===== config.mk =====
export PLATFORM = sky130hd
export DESIGN_NAME = scd_top
export DESIGN_NICKNAME = d
export VERILOG_FILES = /design/src/rtl/scd_pkg.sv /design/src/rtl/scd_top.sv
export VERILOG_INCLUDE_DIRS = /design/src /design/src/rtl
export SDC_FILE = /design/constraint.sdc
export NUM_CORES = 1
export LEC_CHECK = 0
export ABC_AREA = 1
export BUFFER_PORTS_ARGS = -buffer_cell sky130_fd_sc_hd__buf_2
export CAP_MARGIN = 20
export CORE_ASPECT_RATIO = 0.75
export CORE_MARGIN = 8
export CORE_UTILIZATION = 30
export CTS_CLUSTER_DIAMETER = 80
export DETAILED_ROUTE_END_ITERATION = 6
export REMOVE_ABC_BUFFERS = 1
export SLEW_MARGIN = 5
export SYNTH_ARGS = -nofsm -noshare
export SYNTH_HDL_FRONTEND = slang
export SYNTH_SLANG_ARGS = --single-unit

===== constraint.sdc =====
create_clock -name ref_clk_i -period 2.8 [get_ports ref_clk_i]
set_clock_uncertainty 0.15 [all_clocks]
set_input_delay 0.28 -clock ref_clk_i [delete_from_list [all_inputs] [get_ports ref_clk_i]]
set_output_delay 0.28 -clock ref_clk_i [all_outputs]
set_load 0.01 [all_outputs]

===== src/rtl/scd_consts.svh =====
`ifndef SCD_CONSTS_SVH
`define SCD_CONSTS_SVH

// Register addresses
`define SCD_ADDR_EXTERNAL_INTERRUPT_FLAG_REG      8'h91
`define SCD_ADDR_PMR       8'hc4
`define SCD_ADDR_STATUS    8'hc5

// Power management field positions
`define SCD_PMR_CD_HI      7
`define SCD_PMR_CD_LO      6
`define SCD_PMR_SWB        5
`define SCD_PMR_CRYSTAL_AMP_DISABLE      3

// External interrupt flag field positions
`define SCD_EXTERNAL_INTERRUPT_FLAG_REG_XTRG      3
`define SCD_EXTERNAL_INTERRUPT_FLAG_REG_RGMD      2

// Status field positions
`define SCD_ST_PIP         7
`define SCD_ST_HIP         6
`define SCD_ST_LIP         5
`define SCD_ST_CRYSTAL_READY_FLAG        4
`define SCD_ST_SPTA        1
`define SCD_ST_SPRA        0

// Divider codes
`define SCD_CD_RSVD        2'b00
`define SCD_CD_DIV4        2'b01
`define SCD_CD_DIV64       2'b10
`define SCD_CD_DIV1024     2'b11

// Clocks per instruction cycle
`define SCD_CLK_DIV4       4
`define SCD_CLK_DIV64      64
`define SCD_CLK_DIV1024    1024

// Reset values
`define SCD_RST_CD         2'b01
`define SCD_RST_SWB        1'b0
`define SCD_RST_CRYSTAL_AMP_DISABLE      1'b0
`define SCD_RST_XTRG       1'b1
`define SCD_RST_CRYSTAL_READY_FLAG       1'b1

// Crystal warm-up, in crystal clocks
`define SCD_CRYSTAL_READY_FLAG_CLOCKS    65536
`define SCD_WARM_W         17

`endif


===== src/rtl/scd_pkg.sv =====
package scd_pkg;

  // Register write strobe with address and data
  typedef struct packed {
    logic       wr;
    logic [7:0] addr;
    logic [7:0] wdata;
  } scd_sfr_t;

  // Interrupt controller view
  typedef struct packed {
    logic       pip;      // power-fail level in service
    logic       hip;      // high level in service
    logic       lip;      // low level in service
    logic [1:0] ext_en;   // external source enabled
    logic [1:0] ext_hi;   // external source has high priority
    logic [1:0] ext_req;  // external request pulse
  } scd_irq_t;

  // Serial port 0 view
  typedef struct packed {
    logic rx_en;      // receive enable from serial control
    logic start_det;  // start bit edge pulse
    logic rx_active;  // word being received
    logic tx_active;  // word being shifted out
  } scd_ser_t;

endpackage


===== src/rtl/scd_top.sv =====
`timescale 1ns/1ns
`include "scd_consts.svh"

module scd_top #(
  parameter int CRYSTAL_READY_FLAG_CLOCKS = `SCD_CRYSTAL_READY_FLAG_CLOCKS
) (
  // Clock, reset, enable
  input  wire logic             ref_clk_i,
  input  wire logic             reset_n_i,
  input  wire logic             ce_i,
  // Register port
  input  wire scd_pkg::scd_sfr_t sfr_i,
  output logic [7:0]            sfr_rdata_o,
  // Interrupt controller and serial port 0
  input  wire scd_pkg::scd_irq_t irq_i,
  input  wire scd_pkg::scd_ser_t ser_i,
  // Clock control outputs
  output logic                  cycle_tick_o,
  output logic [1:0]            active_div_o,
  output logic                  osc_select_xtal_o,
  output logic                  crystal_amp_disable_o,
  output logic                  auto_return_o
);

  // Last count value of a divider code
  // four clock default
  function automatic logic [9:0] div_last(input logic [1:0] cd);
    logic [9:0] r;
    r = 10'(`SCD_CLK_DIV4 - 1);
    unique case (cd)
      `SCD_CD_DIV64:   r = 10'(`SCD_CLK_DIV64 - 1);
      `SCD_CD_DIV1024: r = 10'(`SCD_CLK_DIV1024 - 1);
      default:         r = 10'(`SCD_CLK_DIV4 - 1);
    endcase
    return r;
  endfunction

  // State
  logic [1:0]  cd_q;          // software divider field
  logic [1:0]  active_q;      // divider in force
  logic [9:0]  cnt_q;
  logic        swb_q;
  logic        crystal_amp_disable_q;
  logic        xtrg_q;        // requested source, 1 crystal
  logic        rgmd_q;        // source in force, 1 ring
  logic        crystal_ready_flag_q;
  logic [`SCD_WARM_W-1:0] warm_q;
  logic        start_seen_q;
  logic [7:0]  rdata_q;

  // Address decode
  wire wr_external_interrupt_flag_reg = sfr_i.wr && (sfr_i.addr == `SCD_ADDR_EXTERNAL_INTERRUPT_FLAG_REG);
  wire wr_pmr  = sfr_i.wr && (sfr_i.addr == `SCD_ADDR_PMR);
  wire [1:0] cd_new = sfr_i.wdata[`SCD_PMR_CD_HI:`SCD_PMR_CD_LO];

  // Interrupt qualification by service level
  logic [1:0] irq_ok;
  genvar g;
  generate
    for (g = 0; g < 2; g++) begin : g_irq
      assign irq_ok[g] = irq_i.ext_req[g] && irq_i.ext_en[g] && !irq_i.pip
                         && !irq_i.hip && (irq_i.ext_hi[g] || !irq_i.lip);
    end
  endgenerate

  // Switchback triggers
  // interrupt trigger
  wire irq_trig   = |irq_ok;
  wire start_trig = ser_i.start_det && ser_i.rx_en;
  wire sb_trig    = swb_q && (irq_trig || start_trig);

  // Divider write qualification
  // serial busy lock
  wire ser_lock   = ser_i.rx_active || ser_i.tx_active;
  wire start_lock = swb_q && (start_seen_q || ser_i.start_det);
  wire slow_ok    = (cd_q == `SCD_CD_DIV4) && !ser_lock && !start_lock;
  wire cd_wr_ok   = wr_pmr && (cd_new != `SCD_CD_RSVD) &&
                    ((cd_new == `SCD_CD_DIV4) || slow_ok);

  wire [1:0] cd_d = sb_trig  ? `SCD_CD_DIV4 :
                    cd_wr_ok ? cd_new : cd_q;

  // Tick generation
  // shared tick
  wire tick = ce_i && (cnt_q == div_last(active_q));
  assign cycle_tick_o = tick;

  // Crystal source and amplifier writes
  wire xtrg_new   = sfr_i.wdata[`SCD_EXTERNAL_INTERRUPT_FLAG_REG_XTRG];
  wire crystal_amp_disable_new  = sfr_i.wdata[`SCD_PMR_CRYSTAL_AMP_DISABLE];
  wire xtrg_set_ok = crystal_ready_flag_q && !crystal_amp_disable_q;
  wire xtrg_d = (wr_external_interrupt_flag_reg && (!xtrg_new || xtrg_set_ok)) ? xtrg_new : xtrg_q;
  // Amplifier may be disabled only on ring request
  wire crystal_amp_disable_d = (wr_pmr && (!crystal_amp_disable_new || !xtrg_q)) ? crystal_amp_disable_new : crystal_amp_disable_q;
  wire warm_done = (warm_q == `SCD_WARM_W'(CRYSTAL_READY_FLAG_CLOCKS - 1));

  // Read mux
  logic [7:0] external_interrupt_flag_reg_rd;
  logic [7:0] pmr_rd;
  logic [7:0] stat_rd;
  always_comb begin
    external_interrupt_flag_reg_rd = 8'h00;
    external_interrupt_flag_reg_rd[`SCD_EXTERNAL_INTERRUPT_FLAG_REG_XTRG] = xtrg_q;
    external_interrupt_flag_reg_rd[`SCD_EXTERNAL_INTERRUPT_FLAG_REG_RGMD] = rgmd_q;
    pmr_rd = 8'h00;
    pmr_rd[`SCD_PMR_CD_HI:`SCD_PMR_CD_LO] = cd_q;
    pmr_rd[`SCD_PMR_SWB]   = swb_q;
    pmr_rd[`SCD_PMR_CRYSTAL_AMP_DISABLE] = crystal_amp_disable_q;
    stat_rd = 8'h00;
    stat_rd[`SCD_ST_PIP]  = irq_i.pip;
    stat_rd[`SCD_ST_HIP]  = irq_i.hip;
    stat_rd[`SCD_ST_LIP]  = irq_i.lip;
    stat_rd[`SCD_ST_CRYSTAL_READY_FLAG] = crystal_ready_flag_q;
    stat_rd[`SCD_ST_SPTA] = ser_i.tx_active;
    stat_rd[`SCD_ST_SPRA] = ser_i.rx_active;
  end

  wire [7:0] rd_mux = (sfr_i.addr == `SCD_ADDR_EXTERNAL_INTERRUPT_FLAG_REG)   ? external_interrupt_flag_reg_rd :
                      (sfr_i.addr == `SCD_ADDR_PMR)    ? pmr_rd  :
                      (sfr_i.addr == `SCD_ADDR_STATUS) ? stat_rd : 8'h00;

  // Divider field and enable bit
  // reset values
  always_ff @(posedge ref_clk_i or negedge reset_n_i) begin
    if (!reset_n_i) begin
      cd_q  <= `SCD_RST_CD;
      swb_q <= `SCD_RST_SWB;
    end else if (ce_i) begin
      cd_q <= cd_d;
      if (wr_pmr) begin
        swb_q <= sfr_i.wdata[`SCD_PMR_SWB];
      end
    end
  end

  // Divider in force and cycle counter
  always_ff @(posedge ref_clk_i or negedge reset_n_i) begin
    if (!reset_n_i) begin
      active_q <= `SCD_RST_CD;
      cnt_q    <= 10'h000;
    end else if (ce_i) begin
      if (sb_trig) begin
        active_q <= `SCD_CD_DIV4;
        cnt_q    <= 10'h000;
      end else if (tick) begin
        active_q <= cd_q;
        cnt_q    <= 10'h000;
      end else begin
        cnt_q <= cnt_q + 10'h001;
      end
    end
  end

  // Clock source select, taken over at the next tick
  // independent source control
  always_ff @(posedge ref_clk_i or negedge reset_n_i) begin
    if (!reset_n_i) begin
      xtrg_q  <= `SCD_RST_XTRG;
      rgmd_q  <= 1'b0;
      crystal_amp_disable_q <= `SCD_RST_CRYSTAL_AMP_DISABLE;
    end else if (ce_i) begin
      xtrg_q  <= xtrg_d;
      crystal_amp_disable_q <= crystal_amp_disable_d;
      if (tick) begin
        rgmd_q <= !xtrg_q;
      end
    end
  end

  // Crystal warm-up counter
  // warm-up wait
  always_ff @(posedge ref_clk_i or negedge reset_n_i) begin
    if (!reset_n_i) begin
      crystal_ready_flag_q <= `SCD_RST_CRYSTAL_READY_FLAG;
      warm_q <= '0;
    end else if (ce_i) begin
      if (crystal_amp_disable_q) begin
        crystal_ready_flag_q <= 1'b0;
        warm_q <= '0;
      end else if (!crystal_ready_flag_q) begin
        crystal_ready_flag_q <= warm_done;
        warm_q <= warm_done ? '0 : warm_q + `SCD_WARM_W'(1);
      end
    end
  end

  // Start bit memory until serial port idles
  // start bit held
  always_ff @(posedge ref_clk_i or negedge reset_n_i) begin
    if (!reset_n_i) begin
      start_seen_q <= 1'b0;
    end else if (ce_i) begin
      if (ser_i.start_det && swb_q) begin
        start_seen_q <= 1'b1;
      end else if (!ser_lock) begin
        start_seen_q <= 1'b0;
      end
    end
  end

  // Registered read data
  always_ff @(posedge ref_clk_i or negedge reset_n_i) begin
    if (!reset_n_i) begin
      rdata_q <= 8'h00;
    end else if (ce_i) begin
      rdata_q <= rd_mux;
    end
  end

  // Outputs
  // same divider on either source
  assign active_div_o          = active_q;
  assign osc_select_xtal_o     = !rgmd_q;
  assign crystal_amp_disable_o = crystal_amp_disable_q;
  assign auto_return_o         = swb_q;
  assign sfr_rdata_o           = rdata_q;

  // Checks
  cd_never_rsvd_a: assert property (
    @(posedge ref_clk_i) disable iff (!reset_n_i)
    cd_q != `SCD_CD_RSVD)
    else $error("divider field holds reserved code");

  slow_from4_a: assert property (
    @(posedge ref_clk_i) disable iff (!reset_n_i)
    $changed(cd_q) && cd_q != `SCD_CD_DIV4 |-> $past(cd_q) == `SCD_CD_DIV4)
    else $error("reduced rate entered from a reduced rate");

  hw_no_slow_a: assert property (
    @(posedge ref_clk_i) disable iff (!reset_n_i)
    $changed(cd_q) && cd_q != `SCD_CD_DIV4 |-> $past(wr_pmr && ce_i))
    else $error("reduced rate without software write");

  sb_restore_a: assert property (
    @(posedge ref_clk_i) disable iff (!reset_n_i)
    ce_i && sb_trig |=> cd_q == `SCD_CD_DIV4 && active_q == `SCD_CD_DIV4
                        && cnt_q == 10'h000)
    else $error("switchback did not restore four clocks");

  busy_lock_a: assert property (
    @(posedge ref_clk_i) disable iff (!reset_n_i)
    ce_i && wr_pmr && ser_lock && cd_q == `SCD_CD_DIV4
    |=> cd_q == `SCD_CD_DIV4)
    else $error("divider changed while serial port busy");

  src_keep_a: assert property (
    @(posedge ref_clk_i) disable iff (!reset_n_i)
    ce_i && sb_trig && !wr_external_interrupt_flag_reg |=> $stable(xtrg_q))
    else $error("switchback altered clock source");

  xtal_guard_a: assert property (
    @(posedge ref_clk_i) disable iff (!reset_n_i)
    $rose(xtrg_q) |-> $past(crystal_ready_flag_q) && !$past(crystal_amp_disable_q))
    else $error("crystal selected before ready");

  div_delay_a: assert property (
    @(posedge ref_clk_i) disable iff (!reset_n_i)
    $changed(active_q) && !$past(sb_trig && ce_i) |-> $past(tick))
    else $error("divider changed off cycle boundary");

  tick_gap_a: assert property (
    @(posedge ref_clk_i) disable iff (!reset_n_i)
    tick && cd_q == `SCD_CD_DIV4 && !sb_trig
    ##1 (ce_i && !sb_trig) [*3] ##1 ce_i |-> tick)
    else $error("four clock cycle period wrong");

  hip_lockout_a: assert property (
    @(posedge ref_clk_i) disable iff (!reset_n_i)
    ce_i && irq_i.hip && !start_trig && !cd_wr_ok |=> $stable(cd_q))
    else $error("interrupt under high service changed divider");

  start_lock_a: assert property (
    @(posedge ref_clk_i) disable iff (!reset_n_i)
    ce_i && wr_pmr && start_lock && cd_q == `SCD_CD_DIV4
    |=> cd_q == `SCD_CD_DIV4)
    else $error("reduced rate taken after start bit");

  swb_gate_a: assert property (
    @(posedge ref_clk_i) disable iff (!reset_n_i)
    !swb_q && !cd_wr_ok && ce_i |=> $stable(cd_q))
    else $error("hardware changed divider while auto-return off");

  // Main scenarios
  cov_slow64_c: cover property (
    @(posedge ref_clk_i) disable iff (!reset_n_i)
    active_q == `SCD_CD_DIV64 && tick);
  cov_sb_irq_c: cover property (
    @(posedge ref_clk_i) disable iff (!reset_n_i)
    ce_i && swb_q && irq_trig && cd_q == `SCD_CD_DIV1024);
  cov_sb_start_c: cover property (
    @(posedge ref_clk_i) disable iff (!reset_n_i)
    ce_i && swb_q && start_trig && cd_q != `SCD_CD_DIV4);
  cov_warm_c: cover property (
    @(posedge ref_clk_i) disable iff (!reset_n_i)
    $rose(crystal_ready_flag_q));
  cov_lock_c: cover property (
    @(posedge ref_clk_i) disable iff (!reset_n_i)
    ce_i && wr_pmr && ser_lock);

endmodule


; ---- Word level (Yosys, flattened, before mapping)
; Cells that the tools add are included.
[op_classes]
mux = 17
n_eq_ne = 11
reduce_logical = 51
addsub = 2
[op_table]
columns = operator, count
row1 = $mux W17, 3
row2 = $eq A8 B8 Y1 const B, 3
row3 = $mux W8, 3
row4 = $logic_and A1 B1 Y1, 22
row5 = $mux W10, 2
row6 = $pmux W10 S2, 1
row7 = $add A17 B1 Y17 const B, 1
row8 = $eq A17 B16 Y1 const B, 1
row9 = $reduce_and A2 Y1, 8
row10 = $add A10 B1 Y10 const B, 1
row11 = $eq A10 B10 Y1, 1
row12 = $logic_not A1 Y1, 9
row13 = $logic_or A1 B1 Y1, 8
row14 = $mux W2, 4
row15 = $reduce_bool A2 Y1, 3
row16 = $eq A2 B1 Y1 const B, 2
row17 = $eq A2 B2 Y1 const B, 2
row18 = $mux W1, 4
row19 = $ne A2 B1 Y1 const B, 1
row20 = $ne A2 B2 Y1 const B, 1
row21 = $reduce_or A2 Y1, 1
[word_totals]
output_inout_bits = 14
inputBits = 33
regBits = 45
elab_cells = 92

; ---- Depth between registers and ports, before layout
; Gate-level depths: netlist of the first run.
[depth]
word_depth = 9
ltp_mapped = 10
mapped_depth_nobuf = 10

; ---- Worst setup path after synthesis of the first run
; OpenSTA, ideal clock, no wires.
[synth_path]
kind = reg2reg
from = register warm_q[0]
to = register warm_q[15]
path_slack_ns = 1.155
arrival_time_ns = 1.379
path_stages_with_launch = 10
synth_period_minus_slack_ns = 1.645
n_path_buf = 1
setup_ns = 0.116
required_time_ns = 2.534
cell_sequence = dfrtp_1 -> ha_1 -> nand2_1 -> nor2_2 -> nand2_2 -> nor2_4 -> nand3_4 -> a21oi_4 -> buf_6 -> nor2_1
[synth_via]
elab_chain_len = 4
word_cells_on_any_way = 5
cone_classes = add/sub: 1 / eq/ne: 1 / mux: 3
[synth_rtl]
columns = item, line
row1 = from (decl), scd_top.sv:47  ; logic [`SCD_WARM_W-1:0] warm_q;
row2 = from (signal assigned), scd_top.sv:182  ; warm_q <= warm_done ? '0 : warm_q + `SCD_WARM_W'(1);
row3 = $add A17 B1 Y17 or $eq A17 B16 Y1 (tied branches), "scd_top.sv:182, scd_top.sv:95"
row4 = $mux W17 *, scd_top.sv:182
row5 = $mux W17 *, scd_top.sv:180  ; end else if (!crystal_ready_flag_q) begin
row6 = $mux W17 *, scd_top.sv:177  ; if (crystal_amp_disable_q) begin
; Every way passes the cells marked *; elsewhere a longest branch is shown, timed or not. The select of a mux whose other input is x is not followed.
; A chain may end at the register's enable or synchronous reset.

; ---- Worst setup path after layout of the first run
[layout_path]
from = register cnt_q[0]
to = output port cycle_tick_o
[layout_via]
elab_chain_len = 2
[layout_rtl]
columns = item, line
row1 = from (decl), scd_top.sv:41  ; logic [9:0] cnt_q;
row2 = from (signal assigned), scd_top.sv:149  ; cnt_q <= cnt_q + 10'h001;
row3 = $eq A10 B10 Y1, scd_top.sv:85  ; wire tick = ce_i && (cnt_q == div_last(active_q));
row4 = $logic_and A1 B1 Y1, scd_top.sv:85
row5 = to (decl), scd_top.sv:18  ; output logic cycle_tick_o,
; No other way between the ends.

==> summary.txt, run 1 <==
Power
  – Power per cell area: 495 nW/um^2
  – Tot Pwr: 1480 uW
  – Maximum vdd drop: 0.000288 V
  – Leak: 0.00147 uW

Final layout
  – Ratio of cells with drive above 1 in the final layout: 18.0%
  – Fillers: 897
  – N_diodes: 0
  – Final layout net count: 423
  – Multi-input logic area: 1210 sq um
  – Sequential cell area: 1130 sq um
  – Final non-filler cell total: 497
  – Layout area overhead: 18.5%

Placement
  – Number of buffers added on ports: 42
  – Dpl ws: 884 ps
  – Gpl congestion: 0.820
  – Hpwl dp: 4350 microns
  – Inst Count DP: 488

Logic synthesis
  – Synth Register Bits: 45
  – Synth top area cells: dfrtp_1 (41%), nand2_1 (16%), nor2_1 (8.1%), inv_1 (5.1%), nand3_1 (5.0%)
  – Yosys top cell by area: dfrtp_1
  – Cells after synthesis: 340
  – Synth top area share: 40.8%
  – Adder-cell share of the synthesized area: 0.995%
  – Number of synthesized flops with an enable pin: 0
  – Synth Warn #: 0
  – Avg Cell Area, Syn: 7.40 sq um
  – Netlist cell types: 33
  – Post-Synth Simple-Gate Area: 36.1%
  – Register area share after synthesis: 45.0%
  – Post-synth top flop: dfrtp_1
  – XOR/XNOR Fraction of Synth Area: 4.53%
  – Largest family of logic cells by synthesized area: simple AND/OR/NAND/NOR gates
  – Compound-Gate Fraction of Synth Area: 6.62%
  – Ys async rst share: 100%
  – Count leader, synth: nand2_1
  – Synth cell count leaders: nand2_1 (105), nor2_1 (54), dfrtp_1 (41)
  – Mapped cell area: 2510 sq um
  – Proportion of synthesized area in mux cells: 0%

Route
  – Via/cell ratio: 4.45
  – DR vias: 2211
  – Initial DRC Count: 122
  – Routed wire per std cell: 11.2 microns
  – TritonRoute pass-1 iters: 5
  – Drt total wl: 5580 microns
  – Final ANT Viol Nets: 0
  – DRC violations left: 0

Clock tree
  – Root Driver: clkbuf_8
  – Num CTS Buffers: 5
  – # resized after CTS: 0
  – CTS tree: yes
  – Clock sinks: 45
  – Worst-Skew Late Latency: 300 ps
  – Max H-tree Level: 2
  – CTS max path bufs: 2
  – CTS clk-pin slew, worst paths: 80 ps

Setup path
  – Worst-path fanout max: 6
  – Critical Path End Type: output port
  – Kind of critical path: reg2out
  – CP Launch Type: flop
  – Worst EP required: 2370 ps
  – CP arrival: 1570 ps
  – R2R depth: 8
  – CP startpoint: cnt_q[0]$_DFFE_PN0P_
  – RR Startpoint: warm_q[0]$_DFFE_PN0P_

Min path
  – Hold WC Path Type: in2reg
  – Hold Path Origin: ser_i[0]
  – Hold path cells: 3

Die
  – Ports: 47
  – # rows: 29
  – Core area: 8310 sq um
  – Starting density of the core: 30.3%
  – DIE AREA: 11600 sq um
  – Chip width: 122 microns
  – Die Ht: 95.3 microns

STA
  – Hold Vio Cnt, Final: 0
  – Fin. max-slew vios: 0
  – Max Fclk: 501 MHz
  – Max_slew headroom: 68.3%
  – Crit path time final: 2000 ps
  – Final worst slack: 803 ps
  – Hold slack final: 74.2 ps
  – Unrepaired setup endpoints after global routing: no
  – Setup tns final: 0 ps
  – Fin crit share: 71.3%
  – Final setup vio count: 0
  – Least-Margin Pin Slew: 475 ps

Outcome
  – Status: completed

Global routing
  – Initial antenna violation count: 0
  – Grt total ovfl: 0
  – First-pass GRT wire length: 9980 microns
  – Global-route usage over all layers: 10.6%
  – Number of global-route vias before repair: 2183
  – Largest net degree at the start of global routing: 25

Run
  – Max Cap Viol: 0
-- flip-flops by register name, summed over array words and instances, names as in the netlist --
name	flops
crystal_amp_disable_o	1
crystal_ready_flag_q	1
cd_q	2
sfr_rdata_o	8
start_seen_q	1
cnt_q	10
active_div_o	2
rgmd_q	1
warm_q	17
xtrg_q	1
auto_return_o	1
-- timing repair --
| action | CTS | global route |
|---|---|---|
| hold buffers | 1 | 0 |
| buffers inserted | 0 | 0 |
| hold endpoints to repair | 19 | 0 |
-- metrics by stage --
step	cell area, sq um	utilization [%]
6_report	2980	35.9
5_1_grt	2980	35.9
2_1_floorplan	2490	-
4_1_cts	2980	35.9
3_5_place_dp	2850	34.3
3_3_place_gp	2850	34.3
-- cells by family (layout without fill, tap and decap cells) --
group | after synthesis | count (layout)
DFF | 45 | 45
adders and majority gates | 2 | 2
buffers and inverters | 43 | 92
AOI/OAI and AO/OA | 26 | 26
xor gates and xnor gates | 13 | 13
and+or+nand+nor | 211 | 211
-- worst max-delay path: stages (launching register included) --
cell and delay, ps:
dfrtp_1 400, ha_1 180, nand2_1 110, nor2_1 110, nand2_1 60, nand2_1 60
nand3_2 120, inv_1 90, buf_2 130
-- cell type report --
cell class,instances,area share (%)
clock buffers,7,2.90
clock inverters,1,1.01
multi-input cells,252,40.7
inverters,38,4.79
well taps,108,4.53
repair buffers,46,8.14
flip-flops and latches,45,38.0
-- cells in the final DEF, fill, tap and decap left out, drive strengths merged, types with 2 or more instances in the layout --
cell / netlist / final
nand3: 27 / 27
dfstp: 4 / 4
nor2: 57 / 57
nor3: 9 / 9
nand4: 9 / 9
inv: 38 / 38
ha: 2 / 2
xnor2: 4 / 4
o21ai: 15 / 15
nand2: 106 / 106
a21oi: 6 / 6
xor2: 9 / 9
buf: 4 / 45
clkbuf: 1 / 7
dfrtp: 41 / 41
-- metal layers --
layer  track usage [%]  share of wire, %
met5                 0                 0
met1              13.8                50
met4              3.38               1.2
met3              3.20               3.6
met2              16.7                45
-- where the power goes --
group / internal, uW / total, uW / switching (uW)
Clock: 291 / 506 / 215
Sequential: 702 / 751 / 48.8
Combinational: 89.1 / 219 / 130
Total: 1080 / 1480 / 393
-- path summary, 6_finish.rpt --
| check | slack, ps | to |
|---|---|---|
| hold reg to reg | 330 | active_div_o[0]$_DFFE_PN1P_ |
| max in group asynchronous | 1430 | crystal_ready_flag_q$_DFFE_PN1P_ |
| min in group asynchronous | 330 | active_div_o[1]$_DFFE_PN0P_ |
| hold / removal | 70 | sfr_rdata_o[1]$_DFFE_PN0P_ |
| setup / recovery | 800 | cycle_tick_o |
| setup reg to reg | 890 | warm_q[13]$_DFFE_PN0P_ |
(Power assumes the default switching activity.)
==> run 2: changes to the inputs <==
==> constraint.sdc (replaced) <==
create_clock -name ref_clk_i -period 1.6 [get_ports ref_clk_i]
set_clock_uncertainty 0.15 [all_clocks]
set_input_delay 0.16 -clock ref_clk_i [delete_from_list [all_inputs] [get_ports ref_clk_i]]
set_output_delay 0.16 -clock ref_clk_i [all_outputs]
set_load 0.01 [all_outputs]
==> run 2 against run 1 <==
The flow now finishes with violations (negative setup slack). Register-to-register slack lost 1100 ps. Sequential share of layout area shrank 5.3 points. Final cell count grew 7.4%. Sequential cell count is the same.
==> summary.txt, run 2 (same netlist as run 1, synthesis figures left out) <==
STA
  – Hold slack final: 13.8 ps (-60.4 ps)
  – Crit path time final: 1790 ps
  – Final setup vio count: 18 (+18)
  – Final worst slack: -192 ps (-995 ps)
  – Hold Vio Cnt, Final: 0 (unchanged)
  – Least-Margin Pin Slew: 393 ps (-81.3 ps)
  – Fin crit share: 112%
  – Max Fclk: 558 MHz
  – Max_slew headroom: 73.7% (+5.3 points)
  – Unrepaired setup endpoints after global routing: yes
  – Fin. max-slew vios: 0 (unchanged)

Route
  – Via/cell ratio: 4.55 (+2.3%)
  – TritonRoute pass-1 iters: 4 (-1)
  – Final ANT Viol Nets: 0 (unchanged)
  – Routed wire per std cell: 12.1 microns (+7.8%)
  – Initial DRC Count: 140 (+15%)
  – DR vias: 2431 (+10%)
  – Drt total wl: 6460 microns (+16%)
  – DRC violations left: 0 (unchanged)

Final layout
  – Ratio of cells with drive above 1 in the final layout: 32.2% (+14 points)
  – Max FFs per register: 17 (unchanged)
  – Final non-filler cell total: 534 (+7.4%)
  – Final Core Density: 41.7% (+5.8 points)
  – Largest Register: warm_q
  – N_diodes: 0 (unchanged)
  – Layout area overhead: 37.8%
  – Final layout net count: 460 (+8.7%)
  – Commonest non-fill, non-tap cells in the layout: nand2_1 (95), dfrtp_1 (41), buf_2 (41), nor2_1 (38), inv_1 (33)
  – Commonest non-fill, non-tap cell in the layout: nand2_1

Setup path
  – Critical Path End Type: output port
  – CP arrival: 1480 ps (-90 ps)
  – Kind of critical path: reg2out
  – CP Launch Type: flop
  – R2R depth: 9 (+1)
  – Worst EP required: 1290 ps (-1080 ps)
  – Worst-path fanout max: 2 (-4)

Global routing
  – Global-route usage over all layers: 12.0% (+1.4 points)
  – First-pass GRT wire length: 11200 microns (+12%)
  – Largest net degree at the start of global routing: 34 (+36%)
  – Grt total ovfl: 0 (unchanged)
  – Initial antenna violation count: 0 (unchanged)
  – Number of global-route vias before repair: 2474 (+13%)

Placement
  – Number of buffers added on ports: 42 (unchanged)
  – Gpl congestion: 0.823 (+0.41%)
  – Inst Count DP: 515 (+5.5%)
  – Hpwl dp: 4660 microns (+7.2%)

Die
  – Ports: 47 (unchanged)
  – Die Ht: 95.3 microns (unchanged)
  – Chip width: 122 microns (unchanged)
  – Core area: 8310 sq um (unchanged)
  – Starting density of the core: 30.3% (unchanged)
  – DIE AREA: 11600 sq um (unchanged)
  – # rows: 29 (unchanged)

Clock tree
  – Num CTS Buffers: 5 (unchanged)
  – CTS tree: yes
  – Root Driver: clkbuf_8
  – CTS clk-pin slew, worst paths: 80 ps (about the same)
  – CTS max path bufs: 2 (unchanged)
  – Clock sinks: 45 (unchanged)
  – Max H-tree Level: 2 (unchanged)
  – Worst-Skew Late Latency: 300 ps (about the same)

Run
  – Max Cap Viol: 0 (unchanged)

Outcome
  – Failing checks: negative setup slack
  – Status: finished with violations

Min path
  – Hold WC Path Type: in2reg
  – Hold path cells: 5 (+2)

Power
  – Leak: 0.00169 uW (+15%)
  – Tot Pwr: 2710 uW (+84%)
  – Power per cell area: 783 nW/um^2 (+58%)
  – Maximum vdd drop: 0.000316 V (+10%)
[run 2: changes by cell type in the layout (fill, tap and decap cells not counted), moves of 6 or more]
cell | previous run | this run
buf_6 | 0 | 6
nand2_1 | 105 | 95
nor2_4 | 1 | 7
buf_4 | 3 | 29
nand2_2 | 1 | 9
nor2_2 | 2 | 12
nor2_1 | 54 | 38
[run 2: cell type report]
type	instances	area, sq um
clock buffer	7	86.3
clock inverter	1	30.0
fill	841	4840
inverter	38	148
multi-input combinational	252	1350
sequential	45	1130
tap	108	135
timing repair buffer	83	586
[run 2: worst max-delay path, stage by stage (launching register included)]
cell,delay (ps)
dfstp_2,540
nand2_2,70
nor2_2,90
nand2_1,60
nand2_2,60
nand3_2,90
buf_6,130
inv_2,50
buf_6,90
[run 2: timing repair]
item                                    4_1_cts  5_1_grt
resized for setup                            21       37
buffers inserted                              7        6
hold endpoints to repair                     46        0
pin swaps                                     7       17
hold buffers                                  4        0
gates cloned                                  1        0
endpoints found under the setup margin       17       34
[run 2: worst paths after layout]
path	startpoint	end	slack, ps
worst max-delay path	active_div_o[0]$_DFFE_PN1P_	cycle_tick_o	-190
worst min-delay path	sfr_i[5]	auto_return_o$_DFFE_PN0P_	10
worst max register to register	warm_q[0]$_DFFE_PN0P_	warm_q[11]$_DFFE_PN0P_	-160
worst min register to register	sfr_rdata_o[0]$_DFFE_PN0P_	sfr_rdata_o[0]$_DFFE_PN0P_	330
max in group asynchronous	reset_n_i	xtrg_q$_DFFE_PN1P_	610
min in group asynchronous	reset_n_i	cnt_q[8]$_DFFE_PN0P_	140
[run 2: routing by layer]
layer  track usage [%]  vias up  routed length, microns
met1              15.5     1147                    3140
met5                 0        -                       0
met4              5.12        0                      89
met2              19.2       31                    2990
met3              2.60        7                     249
li1                  -     1246                       -
[run 2: where the power goes]
group | switching (uW) | internal, uW | total [uW]
combinational | 285 | 237 | 523
sequential | 77.7 | 1230 | 1310
clock | 374 | 509 | 883
total | 737 | 1980 | 2710
[run 2: metrics by stage]
stage / worst slack [ps] / area (sq um) / TNS [ps]
finish: -192 / 3470 / -1940
global route: -321 / 3470 / -5390
CTS: -211 / 3370 / -1920
detailed placement: -49.8 / 3080 / -622
global placement: -25.7 / 3080 / -267
floorplan: -48.0 / 2490 / -468
